**src/emb_map.svh**
```systemverilog
// Address map, phase timing and reset constants for the external memory bus cycle block
`ifndef EMB_MAP_SVH
`define EMB_MAP_SVH
`define EMB_INT_LO 16'h8000
`define EMB_INT_HI 16'h8fff
`define EMB_EXT_LO 16'h9000
`define EMB_EXT_HI 16'h7fff
`define EMB_BOOT_ADDR 16'h7ffe
`define EMB_SAVE_LO 16'h8016
`define EMB_SAVE_HI 16'h8022
`define EMB_CLKIN_NS 125
`define EMB_CLK_NS 10
`define EMB_MULT 4
`define EMB_PHASE_CYC ((`EMB_CLKIN_NS / `EMB_MULT) / (2 * `EMB_CLK_NS))
`define EMB_ADDR_RST 16'h0000
`endif

```
**src/emb_pkg.sv**
```systemverilog
// Types for the external memory bus cycle block
package emb_pkg;
    typedef enum logic [2:0] {
        EMB_IDLE = 3'b000,
        EMB_P1 = 3'b001,
        EMB_P2 = 3'b011,
        EMB_WA = 3'b010,
        EMB_WB = 3'b110,
        EMB_P3 = 3'b111,
        EMB_P4 = 3'b101
    } emb_phase_t;
endpackage

```
**src/emb_bus_cycle.sv**
```systemverilog
// External static memory bus cycle generator
//=====================================================
// Notes on behaviour
// RL1: Addresses 9000 upward wrapping to 7fff go to the external bus.
// RL2: ROM boot fetch starts at external address 7ffe.
// RL3: Pre-emption save words 8016..8022 are on-chip; flagged when accessed.
// RL4: 16-bit address and data buses; word and byte-wide access mixable.
// RL5: Processor clock period is input clock period over the multiplier.
// RL6: All strobe edges are timed from processor clock edges.
// RL7: Cycle phases run one, two, three, four in order.
// RL8: Each phase is half a processor clock; unextended cycle is two clocks.
// RL9: Cycles are whole clocks; phase one starts on a rising clock edge.
// RL10: Wait requests stretch phase two by whole clocks, without limit.
// RL11: On-chip access shows the word address, strobes idle, data tristated.
// RL12: During DMA all memory lines are released to high impedance.
// RL13: Address is valid from phase one start to phase four end.
// RL14: Reads fetch a whole word; writes select bytes only by strobes.
// RL15: Read data is sampled in phase four; memory removes it by then.
// RL16: Write data is driven from phase two start until phase four end.
// RL17: Memory captures write data on the rising edge of the select.
// RL18: Data bus floats except when writing; unused byte lane floats.
// RL19: Byte mode second cycle keeps the upper lane floating.
// RL20: Addresses 8000..8fff are on-chip memory.
// RL21: Word write asserts both strobes; byte write only the addressed lane.
// RL22: Byte mode accesses low byte at even address, then high at plus one.
// RL23: A wait state is wait phase a then wait phase b between two and three.
// RL24: Byte reads select the low byte if address bit zero clear, else high.
`timescale 1ns/1ps
`default_nettype none
`include "emb_map.svh"
module emb_bus_cycle
    import emb_pkg::*;
#(
    parameter int PHASE_CYC = `EMB_PHASE_CYC
)(
    // Clock and reset
    input wire logic clk_in,
    input wire logic reset_in,
    // Core request side
    input wire logic req_in,
    input wire logic [15:0] req_addr_in,
    input wire logic req_write_in,
    input wire logic req_byte_in,
    input wire logic [15:0] req_wdata_in,
    input wire logic boot_fetch_in,
    output logic busy_out,
    output logic done_out,
    output logic [15:0] rdata_out,
    output logic save_slot_out,
    // Pins from outside
    input wire logic mem_wait_in,
    input wire logic byte_access_select_in,
    input wire logic dma_request_in,
    input wire logic [15:0] external_data_bus_in,
    // Pins to memory
    output logic processor_clock_output_out,
    output logic [15:0] external_address_bus_out,
    output logic external_address_bus_oe_n_out,
    output logic [15:0] external_data_bus_out,
    output logic [1:0] external_data_bus_oe_n_out,
    output logic [1:0] byte_write_strobes_n_out,
    output logic memory_select_n_out,
    output logic control_oe_n_out
);
    //=====================================================
    // Input synchronisers
    logic [2:0] wait_sync_reg;
    logic [2:0] bacc_sync_reg;
    logic [2:0] dma_sync_reg;
    logic wait_q_reg;
    logic bacc_q_reg;
    logic dma_q_reg;
    always_ff @(posedge clk_in)
    begin
        wait_sync_reg <= {wait_sync_reg[1:0], mem_wait_in};
        bacc_sync_reg <= {bacc_sync_reg[1:0], byte_access_select_in};
        dma_sync_reg <= {dma_sync_reg[1:0], dma_request_in};
        if (reset_in)
        begin
            wait_q_reg <= 1'b0;
            bacc_q_reg <= 1'b0;
            dma_q_reg <= 1'b0;
        end
        else
        begin
            if (wait_sync_reg[1] == wait_sync_reg[2])
                wait_q_reg <= wait_sync_reg[2];
            if (bacc_sync_reg[1] == bacc_sync_reg[2])
                bacc_q_reg <= bacc_sync_reg[2];
            if (dma_sync_reg[1] == dma_sync_reg[2])
                dma_q_reg <= dma_sync_reg[2];
        end
    end

    //=====================================================
    // Half-period divider for the processor clock
    // Period = input clock period / multiplier, split in two phases
    logic [7:0] div_reg;
    logic pclk_reg;
    wire half_tick = (div_reg == 8'(PHASE_CYC - 1));
    wire rise_tick = half_tick && !pclk_reg;
    always_ff @(posedge clk_in)
    begin
        if (reset_in)
        begin
            div_reg <= 8'h00;
            pclk_reg <= 1'b0;
        end
        else if (half_tick)
        begin
            div_reg <= 8'h00;
            pclk_reg <= !pclk_reg; // RL5
        end
        else
            div_reg <= div_reg + 8'h01;
    end

    //=====================================================
    // Address decode
    // Decode the forced boot address too, so a boot fetch always leaves the chip
    wire [15:0] eff_addr = boot_fetch_in ? `EMB_BOOT_ADDR : req_addr_in; // RL2
    wire on_chip = (eff_addr >= `EMB_INT_LO) && (eff_addr <= `EMB_INT_HI); // RL20
    wire ext_space = !on_chip; // RL1
    wire in_save = (eff_addr >= `EMB_SAVE_LO) && (eff_addr <= `EMB_SAVE_HI); // RL3
    wire [15:0] word_addr = {eff_addr[15:1], 1'b0};

    //=====================================================
    // Phase sequencer
    emb_phase_t phase_reg, phase_next;
    logic write_reg;
    logic byte_reg;
    logic lane_reg;
    logic second_reg;
    logic bmode_reg;
    logic [15:0] addr_reg;
    logic [15:0] wdata_reg;
    logic [15:0] rbuf_reg;
    wire last_cycle = !bmode_reg || second_reg;
    wire start_ok = req_in && !busy_out && !dma_q_reg && rise_tick;
    always_comb
    begin
        phase_next = phase_reg;
        if (half_tick)
        begin
            unique case (phase_reg)
                EMB_IDLE: phase_next = (start_ok && ext_space) ? EMB_P1 : EMB_IDLE; // RL9
                EMB_P1: phase_next = EMB_P2; // RL7
                EMB_P2: phase_next = wait_q_reg ? EMB_WA : EMB_P3; // RL10
                EMB_WA: phase_next = EMB_WB; // RL23
                EMB_WB: phase_next = wait_q_reg ? EMB_WA : EMB_P3; // RL23
                EMB_P3: phase_next = EMB_P4; // RL7
                EMB_P4: phase_next = last_cycle ? EMB_IDLE : EMB_P1; // RL22
                default: phase_next = EMB_IDLE;
            endcase
        end
    end

    wire cycle_end = half_tick && (phase_reg == EMB_P4);
    wire int_start = start_ok && on_chip && (phase_reg == EMB_IDLE);
    wire ext_start = half_tick && start_ok && ext_space && (phase_reg == EMB_IDLE);
    // RL14 RL24: whole word fetched, byte picked internally
    wire [15:0] rd_word = second_reg ? {external_data_bus_in[7:0], rbuf_reg[7:0]} : external_data_bus_in;
    wire [15:0] rd_pick = byte_reg ? {8'h00, (lane_reg ? rd_word[15:8] : rd_word[7:0])} : rd_word;

    always_ff @(posedge clk_in)
    begin
        if (reset_in)
        begin
            phase_reg <= EMB_IDLE;
            write_reg <= 1'b0;
            byte_reg <= 1'b0;
            lane_reg <= 1'b0;
            second_reg <= 1'b0;
            bmode_reg <= 1'b0;
            addr_reg <= `EMB_ADDR_RST;
            wdata_reg <= 16'h0000;
            rbuf_reg <= 16'h0000;
            busy_out <= 1'b0;
            done_out <= 1'b0;
            rdata_out <= 16'h0000;
            save_slot_out <= 1'b0;
        end
        else
        begin
            phase_reg <= phase_next;
            done_out <= 1'b0;
            if (int_start)
            begin
                addr_reg <= word_addr; // RL11
                save_slot_out <= in_save; // RL3
                done_out <= 1'b1;
            end
            if (ext_start)
            begin
                addr_reg <= word_addr; // RL13
                write_reg <= req_write_in;
                byte_reg <= req_byte_in;
                lane_reg <= eff_addr[0];
                wdata_reg <= req_wdata_in;
                second_reg <= 1'b0;
                bmode_reg <= 1'b0;
                save_slot_out <= 1'b0;
                busy_out <= 1'b1;
            end
            // Byte-wide mode is latched in phase two
            if (half_tick && phase_reg == EMB_P2 && !second_reg)
                bmode_reg <= bacc_q_reg; // RL4
            // Read data sampled at the end of phase four
            if (cycle_end)
            begin
                if (!write_reg)
                    rbuf_reg <= external_data_bus_in; // RL15
                if (last_cycle)
                begin
                    busy_out <= 1'b0;
                    done_out <= 1'b1;
                    if (!write_reg)
                        rdata_out <= rd_pick; // RL24
                end
                else
                begin
                    second_reg <= 1'b1;
                    addr_reg <= {addr_reg[15:1], 1'b1}; // RL22
                end
            end
        end
    end

    //=====================================================
    // Pin drive
    wire in_cycle = (phase_reg != EMB_IDLE);
    wire data_phase = in_cycle && (phase_reg != EMB_P1);
    wire sel_phase = (phase_reg == EMB_P2) || (phase_reg == EMB_WA) || (phase_reg == EMB_WB) || (phase_reg == EMB_P3);
    // Low lane enabled for word or low byte; in a second byte-mode cycle only for word or high byte
    wire lane0_w = !byte_reg || !lane_reg || second_reg;
    wire lane1_w = !second_reg && (!byte_reg || lane_reg);
    wire lane0_act = second_reg ? (!byte_reg || lane_reg) : lane0_w;
    wire drive_wr = write_reg && data_phase; // RL16
    wire [15:0] wr_bus = second_reg ? {8'h00, wdata_reg[15:8]} : wdata_reg;
    // Strobes set up before the select falls, so they already open in phase one
    wire [1:0] strobe_n = (write_reg && in_cycle && phase_reg != EMB_P4) ?
        ~{lane1_w, lane0_act} : 2'b11; // RL21 RL14
    wire sel_n = !(in_cycle && sel_phase); // RL6

    always_ff @(posedge clk_in)
    begin
        if (reset_in)
        begin
            processor_clock_output_out <= 1'b0;
            external_address_bus_out <= `EMB_ADDR_RST;
            external_address_bus_oe_n_out <= 1'b0;
            external_data_bus_out <= 16'h0000;
            external_data_bus_oe_n_out <= 2'b11;
            byte_write_strobes_n_out <= 2'b11;
            memory_select_n_out <= 1'b1;
            control_oe_n_out <= 1'b0;
        end
        else
        begin
            processor_clock_output_out <= pclk_reg;
            external_address_bus_out <= (int_start || ext_start) ? word_addr : addr_reg;
            external_address_bus_oe_n_out <= dma_q_reg; // RL12
            control_oe_n_out <= dma_q_reg; // RL12
            external_data_bus_out <= wr_bus;
            // RL18 RL19: upper lane floats in the second byte-mode cycle
            external_data_bus_oe_n_out <= (drive_wr && !dma_q_reg) ? ~{lane1_w, lane0_act} : 2'b11;
            byte_write_strobes_n_out <= strobe_n; // RL11
            memory_select_n_out <= sel_n; // RL17
        end
    end

    //=====================================================
    // Checks
    cycle_order_a: assert property (@(posedge clk_in) disable iff (reset_in) // RL7
        (phase_reg == EMB_P1 && phase_next != EMB_P1) |-> phase_next == EMB_P2)
        else $error("phase one not followed by phase two");
    start_rise_a: assert property (@(posedge clk_in) disable iff (reset_in) // RL9
        (phase_reg == EMB_IDLE && phase_next == EMB_P1) |-> !pclk_reg)
        else $error("cycle did not start on rising clock");
    wait_after_two_a: assert property (@(posedge clk_in) disable iff (reset_in) // RL23
        (phase_reg == EMB_WA && half_tick) |=> phase_reg == EMB_WB)
        else $error("wait phase a not followed by b");
    addr_hold_a: assert property (@(posedge clk_in) disable iff (reset_in) // RL13
        (in_cycle && $past(in_cycle) && !$past(cycle_end)) |-> $stable(addr_reg))
        else $error("address changed inside cycle");
    byte_second_a: assert property (@(posedge clk_in) disable iff (reset_in) // RL19
        (second_reg && in_cycle) |=> external_data_bus_oe_n_out[1])
        else $error("upper lane driven in second byte cycle");
    read_float_a: assert property (@(posedge clk_in) disable iff (reset_in) // RL18
        (!write_reg || !in_cycle) |=> external_data_bus_oe_n_out == 2'b11)
        else $error("data bus driven while not writing");
    dma_release_a: assert property (@(posedge clk_in) disable iff (reset_in) // RL12
        dma_q_reg |=> external_address_bus_oe_n_out && control_oe_n_out)
        else $error("lines not released during dma");
    int_idle_a: assert property (@(posedge clk_in) disable iff (reset_in) // RL11
        int_start |=> memory_select_n_out)
        else $error("select active on internal access");
    word_strobes_a: assert property (@(posedge clk_in) disable iff (reset_in) // RL21
        (write_reg && !byte_reg && !second_reg && phase_reg == EMB_P2) |-> strobe_n == 2'b00)
        else $error("word write strobes wrong");
    // Pin checks look one clock later: every pin is registered, one clock behind the state it is decoded from
    sel_idle_a: assert property (@(posedge clk_in) disable iff (reset_in) // RL11
        !in_cycle |=> memory_select_n_out)
        else $error("select active outside a cycle");
    strobe_idle_a: assert property (@(posedge clk_in) disable iff (reset_in) // RL11
        !in_cycle |=> byte_write_strobes_n_out == 2'b11)
        else $error("write strobes active outside a cycle");
    addr_pin_hold_a: assert property (@(posedge clk_in) disable iff (reset_in) // RL13
        (in_cycle && $past(in_cycle) && !$past(cycle_end)) |=> $stable(external_address_bus_out))
        else $error("address pins changed inside cycle");
    end_rise_a: assert property (@(posedge clk_in) disable iff (reset_in) // RL9
        cycle_end |-> !pclk_reg)
        else $error("cycle did not end on a whole clock");
    byte_strobe_a: assert property (@(posedge clk_in) disable iff (reset_in) // RL21
        (write_reg && byte_reg && !second_reg && phase_reg == EMB_P2) |-> (strobe_n == 2'b01 || strobe_n == 2'b10))
        else $error("byte write strobes wrong");
    lane_float_a: assert property (@(posedge clk_in) disable iff (reset_in) // RL18
        (write_reg && byte_reg && !second_reg && data_phase && !dma_q_reg) |=> external_data_bus_oe_n_out != 2'b00)
        else $error("unused lane driven on byte write");
    word_drive_a: assert property (@(posedge clk_in) disable iff (reset_in) // RL16
        (write_reg && !byte_reg && !second_reg && data_phase && !dma_q_reg) |=> external_data_bus_oe_n_out == 2'b00)
        else $error("word write data not driven");
    phase_one_float_a: assert property (@(posedge clk_in) disable iff (reset_in) // RL16
        (phase_reg == EMB_P1) |=> external_data_bus_oe_n_out == 2'b11)
        else $error("data driven in phase one");
    done_end_a: assert property (@(posedge clk_in) disable iff (reset_in) // RL15
        (cycle_end && last_cycle) |=> done_out && !busy_out)
        else $error("completion missing after phase four");
    wait_stretch_a: assert property (@(posedge clk_in) disable iff (reset_in) // RL10
        (half_tick && phase_reg == EMB_P2 && wait_q_reg) |=> phase_reg == EMB_WA)
        else $error("wait request not honoured");
    no_wait_a: assert property (@(posedge clk_in) disable iff (reset_in) // RL7
        (half_tick && phase_reg == EMB_P2 && !wait_q_reg) |=> phase_reg == EMB_P3)
        else $error("phase two not followed by phase three");
    byte_pair_a: assert property (@(posedge clk_in) disable iff (reset_in) // RL22
        (cycle_end && !last_cycle) |=> (phase_reg == EMB_P1 && addr_reg[0]))
        else $error("second byte cycle not at odd address");
    dma_float_a: assert property (@(posedge clk_in) disable iff (reset_in) // RL12
        dma_q_reg |=> external_data_bus_oe_n_out == 2'b11)
        else $error("data bus driven during dma");
endmodule
`default_nettype wire

```
**config.mk**
```make
export PLATFORM = sky130hd
export DESIGN_NAME = emb_bus_cycle
export DESIGN_NICKNAME = d
export VERILOG_FILES = /design/src/emb_pkg.sv /design/src/emb_bus_cycle.sv
export VERILOG_INCLUDE_DIRS = /design/src
export SDC_FILE = /design/constraint.sdc
export NUM_CORES = 1
export LEC_CHECK = 0
export ABC_AREA = 1
export BUFFER_PORTS_ARGS = -buffer_cell sky130_fd_sc_hd__buf_2
export CORE_MARGIN = 5
export CORE_UTILIZATION = 53
export DETAILED_ROUTE_END_ITERATION = 12
export PLACE_DENSITY = 0.84
export SLEW_MARGIN = 20
export SYNTH_ARGS = -nofsm -noshare
export SYNTH_HDL_FRONTEND = slang
export SYNTH_SLANG_ARGS = --single-unit
```
**constraint.sdc**
```tcl
create_clock -name clk_in -period 1.95 [get_ports clk_in]
set_input_delay 0.585 -clock clk_in [delete_from_list [all_inputs] [get_ports clk_in]]
set_output_delay 0.585 -clock clk_in [all_outputs]
set_load 0.02 [all_outputs]
```
Word level (Yosys, flattened, before mapping) --
Index checks and enable logic that the tools add are counted.
Storage, ports and cells: register bits after elaboration 127, output and inout bits 59, word-level logic and storage cells 130
Cells by class: order comparisons 4, eq/ne operators 12, $add $sub $neg 1, multiplexer cells 26, reductions and logical operators 52, bitwise operators 4
Operators with widths (number):
- $mux 16 | 8
- $ge 16x16->1 const B | 2
- $le 16x16->1 const B | 2
- $logic_and 1x1->1 | 22
- $pmux 3 s6 | 1
- $mux 8 | 2
- $mux 1 | 14
- $reduce_or 2->1 | 7
- $eq 3x3->1 const B | 3
- $logic_not 1->1 | 9
- $add 8x1->8 const B | 1
- $logic_not 8->1 | 1
- $logic_or 1x1->1 | 8
- $eq 3x2->1 const B | 2
- $eq 1x1->1 | 3
- $eq 3x1->1 const B | 1
- $logic_not 3->1 | 1
- $mux 3 | 1
- $ne 3x1->1 const B | 1
- $ne 3x3->1 const B | 1
- $not 1->1 | 3
- $reduce_and 3->1 | 1
- $reduce_bool 3->1 | 1
- $ne 2x2->1 const B | 1
- 3 further kinds | 3

Longest topological paths before layout --
Gate-level depths: netlist of run 1.
word-level depth 10, depth in mapped cells 11, mapped depth without buffers 10

Worst setup path after synthesis of run 1 --
Ideal clock, no wire load.
path type input to register, start input boot_fetch_in, end register phase_reg[0], data arrival time 1.643 ns, stages on the path 9, path buffers 2, path slack 0.193 ns, required time 1.837 ns, cell sequence buf_2 nor2_4 nand2_1 nor2_1 nand3b_1 clkbuf_2 nand3_1 nand3_1 nand2_1
On the way: cells in the longest elaborated chain, start to end 7, elaborated cells on any way between the ends 8, those cells by class order compare: 2; mux: 3; reduce/logical: 3
Ends and longest elaborated chain:
- start: declaration | RTL line emb_bus_cycle.sv:45 | input wire logic boot_fetch_in,
- $mux 16 (*) | RTL line emb_bus_cycle.sv:121 | wire [15:0] eff_addr = boot_fetch_in ? `EMB_BOOT_ADDR : req_addr_in;
- $ge 16x16->1 (no line) / $le 16x16->1 (equally long branches)
- $logic_and 1x1->1 (*) | RTL line emb_bus_cycle.sv:122 | wire on_chip = (eff_addr >= `EMB_INT_LO) && (eff_addr <= `EMB_INT_HI);
- $logic_not 1->1 (*) | RTL line emb_bus_cycle.sv:123 | wire ext_space = !on_chip;
- $logic_and 1x1->1 (*) | RTL line emb_bus_cycle.sv:146 | EMB_IDLE: phase_next = (start_ok && ext_space) ? EMB_P1 : EMB_IDLE;
- $mux 1 (*) | RTL line emb_bus_cycle.sv:146
- $pmux 3 s6 (*) | RTL line emb_bus_cycle.sv:145 | unique case (phase_reg)
- end signal: assignment | RTL line emb_bus_cycle.sv:185 | phase_reg <= phase_next;
- end: declaration | RTL line emb_bus_cycle.sv:129 | emb_phase_t phase_reg, phase_next;
Every way passes the cells marked *; elsewhere a longest branch is shown, timed or not. A chain may end at the register's enable or synchronous reset.

Worst setup path in the final report of run 1 --
start register div_reg[0], end register rbuf_reg[0]
On the way: cells in the longest elaborated chain, start to end 3
Ends and longest elaborated chain:
- start: declaration | RTL line emb_bus_cycle.sv:98 | logic [7:0] div_reg;
- start signal: assignment | RTL line emb_bus_cycle.sv:115 | div_reg <= div_reg + 8'h01;
- $logic_not 8->1 | RTL line emb_bus_cycle.sv:100 | wire half_tick = (div_reg == 8'(PHASE_CYC - 1));
- $logic_and 1x1->1 | RTL line emb_bus_cycle.sv:158 | wire cycle_end = half_tick && (phase_reg == EMB_P4);
- $reduce_and 2->1 (no line)
- end signal: assignment | RTL line emb_bus_cycle.sv:212 | rbuf_reg <= external_data_bus_in;
- end: declaration | RTL line emb_bus_cycle.sv:137 | logic [15:0] rbuf_reg;
Every way passes these cells.

==> impl_metrics.ini, run 1 <==
[drt]
dr.first_iter.drc_count = 281
dr.pass1.iters = 5
via_per_inst = 5.25
num_vias = 4449
finalWirelength_um = 11900
antenna_left = 0
route.detailed.drc = 0
wl_per_cell_um = 14.0

[critical_path]
crit_type = register to register
crit_fanout = 9
required_ns = 2.37
worstPathArrival_ns = 2.19
startpoint_type = register
worstSetupEndpointType = register

[placement]
routabilityCongestion = 0.948
placed_area_um2 = 5530
dp_cells = 816
numPortBuffers = 115
dpl.hpwl_um = 8170

[die]
row_count = 34
die-area_um2 = 11100
ios = 116
fp.coreArea_um2 = 8810
die_h_um = 105
die_w_um = 105
initial_core_util_pct = 54.8

[synth]
synth.net_count = 665
yosysWarnings = 0
syn_area_um2 = 4830
ys_ff_latch = 127
avgSynthCellArea_um2 = 7.97
synthCells = 606
synth_cell_type_count = 37
synth-seq-area-share_pct = 52.6
synth_top_area_share_pct = 52.6
synth_top_area_cell = dfxtp_1
synth_area_leaders = dfxtp_1 (53%), nor2_1 (9.4%), o21ai_0 (6.4%), a21oi_1 (6.1%), nand2_1 (5.5%)

[min_path]
hold_class = input port to register

[cts]
ctsHoldBuffers = 0
worst_skew_pair.late_latency_ns = 0.51
root_buffer = clkbuf_8
htreeDepth = 4
clockBufferDepth = 2
cts_sinks = 127
path_clk_slew_ns = 0.06
post_cts_buffers = 0
post_cts_resized = 0
cts_tree = built
cts_buffers = 17

[global_route]
grt_start_max_net_pins = 38
grt_usage_pct = 21.6
gr-total-overflow = 0
first_global_vias = 4176
antenna_found_initial = 0
grt_pass1_wl_um = 19500

[timing]
tightest_slew_ns = 0.505
fmax_mhz = 563
finalHoldViolCount = 0
setup_viol = 0
finalCriticalPeriod_ns = 1.78
rsz0062_at_grt = no
timing.final.max_slew_violations = 0
tns_ns = 0
skew_ns = 0.0150
relSlewSlack_pct = 66.1
fin_hold_ws_ns = 0.178
period_share_pct = 91.2

[power]
peakVddDrop_v = 0.000703
power_density_nw_per_um2 = 1130
cellLeakagePower_nw = 2.70

[finish]
syn2layout_area_growth_pct = 26.3
antenna_cells = 0
post-route-util_pct = 69.3
final_layout_size_suffix_gt1_share_pct = 24.6
finalNonFillerCells = 848
design_area_um2 = 6100
finalNetCount = 786

[flow_run]
maxCapViolCount = 0

[status]
status = complete, no violations
cells in the mapped netlist, drive strengths merged:
cell type,n
dfxtp,127
and3,1
o22ai,8
o31ai,1
xor2,2
a21oi,59
nor3b,3
clkinv,1
nor2,127
nor4,2
nand3b,3
mux2i,6
nor3,8
or2,1
nand3,34
o21ai,65
nand2,78
inv,45
clkbuf,15
ha,2
nand4,3
o21bai,1
buf,14
worst paths after layout:
check | slack [ns] | cells after the start | end | from
max | 0.17 | 9 | rbuf_reg[0] | div_reg[0]
min | 0.18 | 1 | bacc_sync_reg[0] | byte_access_select_in
min reg2reg | 0.33 | 0 | wait_sync_reg[1] | wait_sync_reg[0]
max reg2reg | 0.17 | 9 | rbuf_reg[0] | div_reg[0]
cells by family after synthesis:
logic type	after synthesis	synth area share, %
flip-flops	127	52.6
AND/OR/NAND/NOR	260	24.1
AO/OA/AOI/OAI	134	14.2
multiplexers	6	1.24
adder cells (fa/ha/maj)	2	0.518
buffers and inverters	75	6.89
XOR/XNOR	2	0.363
metal layers:
| metal | global-route usage, % | share of wire, % | up-vias |
|---|---|---|---|
| met2 | 36.4 | 51 | 170 |
| met5 | 0 | 0 | - |
| met4 | 10.0 | 2.1 | 0 |
| li1 | - | - | 2231 |
| met3 | 4.89 | 6.1 | 24 |
| met1 | 26.2 | 41 | 2024 |
worst max-delay path, cell delays in order (launching register included):
cell and delay, ns:
dfxtp_1 0.38, inv_1 0.07, ha_1 0.24, nand2_2 0.10, nor3_4 0.05, nand2_4 0.08
clkinv_1 0.25, nand2_2 0.25, nand2_1 0.09, a21oi_1 0.18
placed cells by master (no fill, tap or decap), types with 14 or more instances in the layout:
master,n
nand2_1,71
buf_4,14
a21oi_1,59
clkbuf_16,16
nand3_1,33
nor2_1,121
dfxtp_1,127
inv_1,41
o21ai_0,62
buf_2,115
cell type report:
cell class / count / area, um2
flip-flops and latches: 127 / 2540
clock buffers: 18 / 418
multi-input cells: 404 / 1950
well taps: 108 / 135
repair buffers: 131 / 721
clock inverters: 14 / 158
inverters: 46 / 173
fillers: 662 / 2710
report_power, final:
group          internal (W)  total, W  leakage [nW]  switching, W
Clock               0.00184   0.00302         0.273       0.00118
Combinational      0.000322  0.000918          1.39      0.000596
Sequential          0.00284   0.00294          1.04     0.0000988
Total               0.00500   0.00687          2.70       0.00188
per-stage QoR:
| stage | power, W | worst slack, ns |
|---|---|---|
| finish | 0.00687 | 0.172 |
| global route | 0.00720 | 0.0222 |
| CTS | 0.00692 | 0.190 |
| detailed placement | 0.00389 | 0.115 |
| global placement | 0.00386 | 0.159 |
| floorplan | 0.00359 | 0.193 |
Note: power is estimated with default switching activity, not from simulation.
==> run 2, diff against run 1 <==
--- a/config.mk
+++ b/config.mk
@@ -9,9 +9,9 @@
 export ABC_AREA = 1
 export BUFFER_PORTS_ARGS = -buffer_cell sky130_fd_sc_hd__buf_2
 export CORE_MARGIN = 5
-export CORE_UTILIZATION = 53
+export CORE_UTILIZATION = 48
 export DETAILED_ROUTE_END_ITERATION = 12
-export PLACE_DENSITY = 0.84
+export PLACE_DENSITY = 0.81
 export SLEW_MARGIN = 20
 export SYNTH_ARGS = -nofsm -noshare
 export SYNTH_HDL_FRONTEND = slang
==> constraint.sdc (replaced) <==
create_clock -name clk_in -period 1.6 [get_ports clk_in]
set_input_delay 0.48 -clock clk_in [delete_from_list [all_inputs] [get_ports clk_in]]
set_output_delay 0.48 -clock clk_in [all_outputs]
set_load 0.02 [all_outputs]
==> run 2 against run 1 <==
  * Clock power grew 17%
  * Non-clock buffer count is 37 higher
  * Final cell count is 7.3% higher
==> impl_metrics.ini, run 2 (synthesized netlist as in run 1, its figures left out) <==
[placement]
dpl.hpwl_um = 8690
dp_cells = 869
placed_area_um2 = 5790
numPortBuffers = 115
routabilityCongestion = 0.889

[critical_path]
crit_type = register to register
crit_fanout = 10
worstPathArrival_ns = 2.00
cpMaxStageDelayCell = dfxtp_1
crit_top_cell = nor2_4
crit_path_cell_trace = inv_2, nand2_4, nor2_4, nand3_4, nor2_4, nand3b_1, buf_4, o21ai_0, nor2_1
worstSetupEndpointType = register
cp_slowest_stage_delay_ns = 0.35
required_ns = 2.01
startpoint_type = register

[finish]
final_cell_mix = dfxtp_1 (125), nor2_1 (118), buf_2 (115), nand2_1 (68), a21oi_1 (49)
syn2layout_area_growth_pct = 37.4
fillers = 724
finalNonFillerCells = 910
post-route-util_pct = 67.9
antenna_cells = 0
final_common_cell = dfxtp_1
design_area_um2 = 6640
finalNetCount = 823
final_layout_size_suffix_gt1_share_pct = 32.8

[power]
swShare_pct = 28.4
p_clk_share_pct = 41.6
peakVddDrop_v = 0.000793
power_w = 0.00848
cellLeakagePower_nw = 2.90
switchingPower_w = 0.00241
intPower_w = 0.00608
combPwrFrac_pct = 16.3
power_density_nw_per_um2 = 1280
pwr-share-seq_pct = 42.1

[global_route]
grt_start_max_net_pins = 31
antenna_found_initial = 0
grt_pass1_wl_um = 20200
first_global_vias = 4464
gr-total-overflow = 0
grt_usage_pct = 21.4

[drt]
dr.pass1.iters = 5
route.met3.wl_um = 899
wl_per_cell_um = 14.7
wl_met1_um = 5360
highest_layer = met4
via_per_inst = 5.19
antenna_left = 0
wl_met2_um = 6720
route.detailed.drc = 0
finalWirelength_um = 13400
num_vias = 4723
dr.first_iter.drc_count = 243

[status]
status = complete, no violations

[cts]
root_buffer = clkbuf_8
path_clk_slew_ns = 0.06
cts_buffers = 17
clockBufferDepth = 2
worst_skew_pair.late_latency_ns = 0.52
cts_sinks = 127
ctsHoldBuffers = 0
htreeDepth = 4
cts_tree = built

[timing]
setup_viol = 0
period_share_pct = 99.3
finalCriticalPeriod_ns = 1.59
tightest_slew_ns = 0.647
fmax_mhz = 630
finalHoldViolCount = 0
rsz0062_at_grt = yes
skew_ns = 0.0112
relSlewSlack_pct = 56.8
timing.final.max_slew_violations = 0

[die]
die-area_um2 = 12200
row_count = 36
initial_core_util_pct = 49.4
ios = 116
die_w_um = 110
fp.coreArea_um2 = 9770
die_h_um = 110

[min_path]
hold_class = input port to register

[flow_run]
maxCapViolCount = 0
==> run 2: changes by cell type in the layout (fill, tap and decap cells not counted), sizes merged <==
cell	before	now
buf	131	166
bufinv	2	1
clkbuf	18	20
clkinv	6	4
clkinvlp	3	6
==> run 2: area by class of cell <==
type / instances / area [um2] / area share, %
flip-flops and latches: 127 / 2540 / 38.3
multi-input cells: 404 / 2120 / 32.0
repair buffers: 168 / 1070 / 16.2
clock buffers: 18 / 418 / 6.30
inverters: 46 / 178 / 2.68
well taps: 133 / 166 / 2.51
clock inverters: 14 / 133 / 2.00
==> run 2: metal layers <==
layer | track usage (%) | vias up
li1 | - | 2299
met5 | 0 | -
met2 | 37.3 | 185
met3 | 5.47 | 41
met4 | 9.50 | 0
met1 | 24.5 | 2198
==> run 2: what timing repair did <==
action / CTS / global route
gates cloned: 1 / 2
resized for setup: 16 / 50
setup endpoints to repair: 18 / 75
pin swaps: 8 / 16
buffers inserted: 3 / 3
==> run 2: critical path, delay by kind of cell (launching register included) <==
family	cells	cell delay (ns)
AO/OA/AOI/OAI	1	0.16
buffers and inverters	2	0.33
flip-flops	1	0.35
AND/OR/NAND/NOR	6	0.65
==> run 2: path summary, 6_finish.rpt <==
path / start / to / slack, ns / cells past startpoint
worst max-delay path: div_reg[5] / wdata_reg[15] / 0.01 / 9
worst min-delay path: mem_wait_in / wait_sync_reg[0] / 0.05 / 1
worst min register to register: dma_sync_reg[0] / dma_sync_reg[1] / 0.33 / 0
worst max register to register: div_reg[5] / wdata_reg[15] / 0.01 / 9
==> run 2: stage by stage <==
step           setup WS (ns)  TNS, ns  hold WS, ns
3_3_place_gp         0.00574        0        0.310
5_1_grt              -0.0836    -1.50       0.0338
3_5_place_dp         -0.0684   -0.689        0.312
4_1_cts             -0.00905  -0.0308       0.0332
2_1_floorplan         0.0112        0        0.310
6_report              0.0115        0       0.0528
==> run 2: power groups by stage <==
stage	combinational [W]	clock (W)	sequential, W
CTS	0.00124	0.00358	0.00356
detailed placement	0.00121	0	0.00362
global route	0.00152	0.00375	0.00359
floorplan	0.000612	0	0.00376
global placement	0.00118	0	0.00361
finish	0.00138	0.00353	0.00357
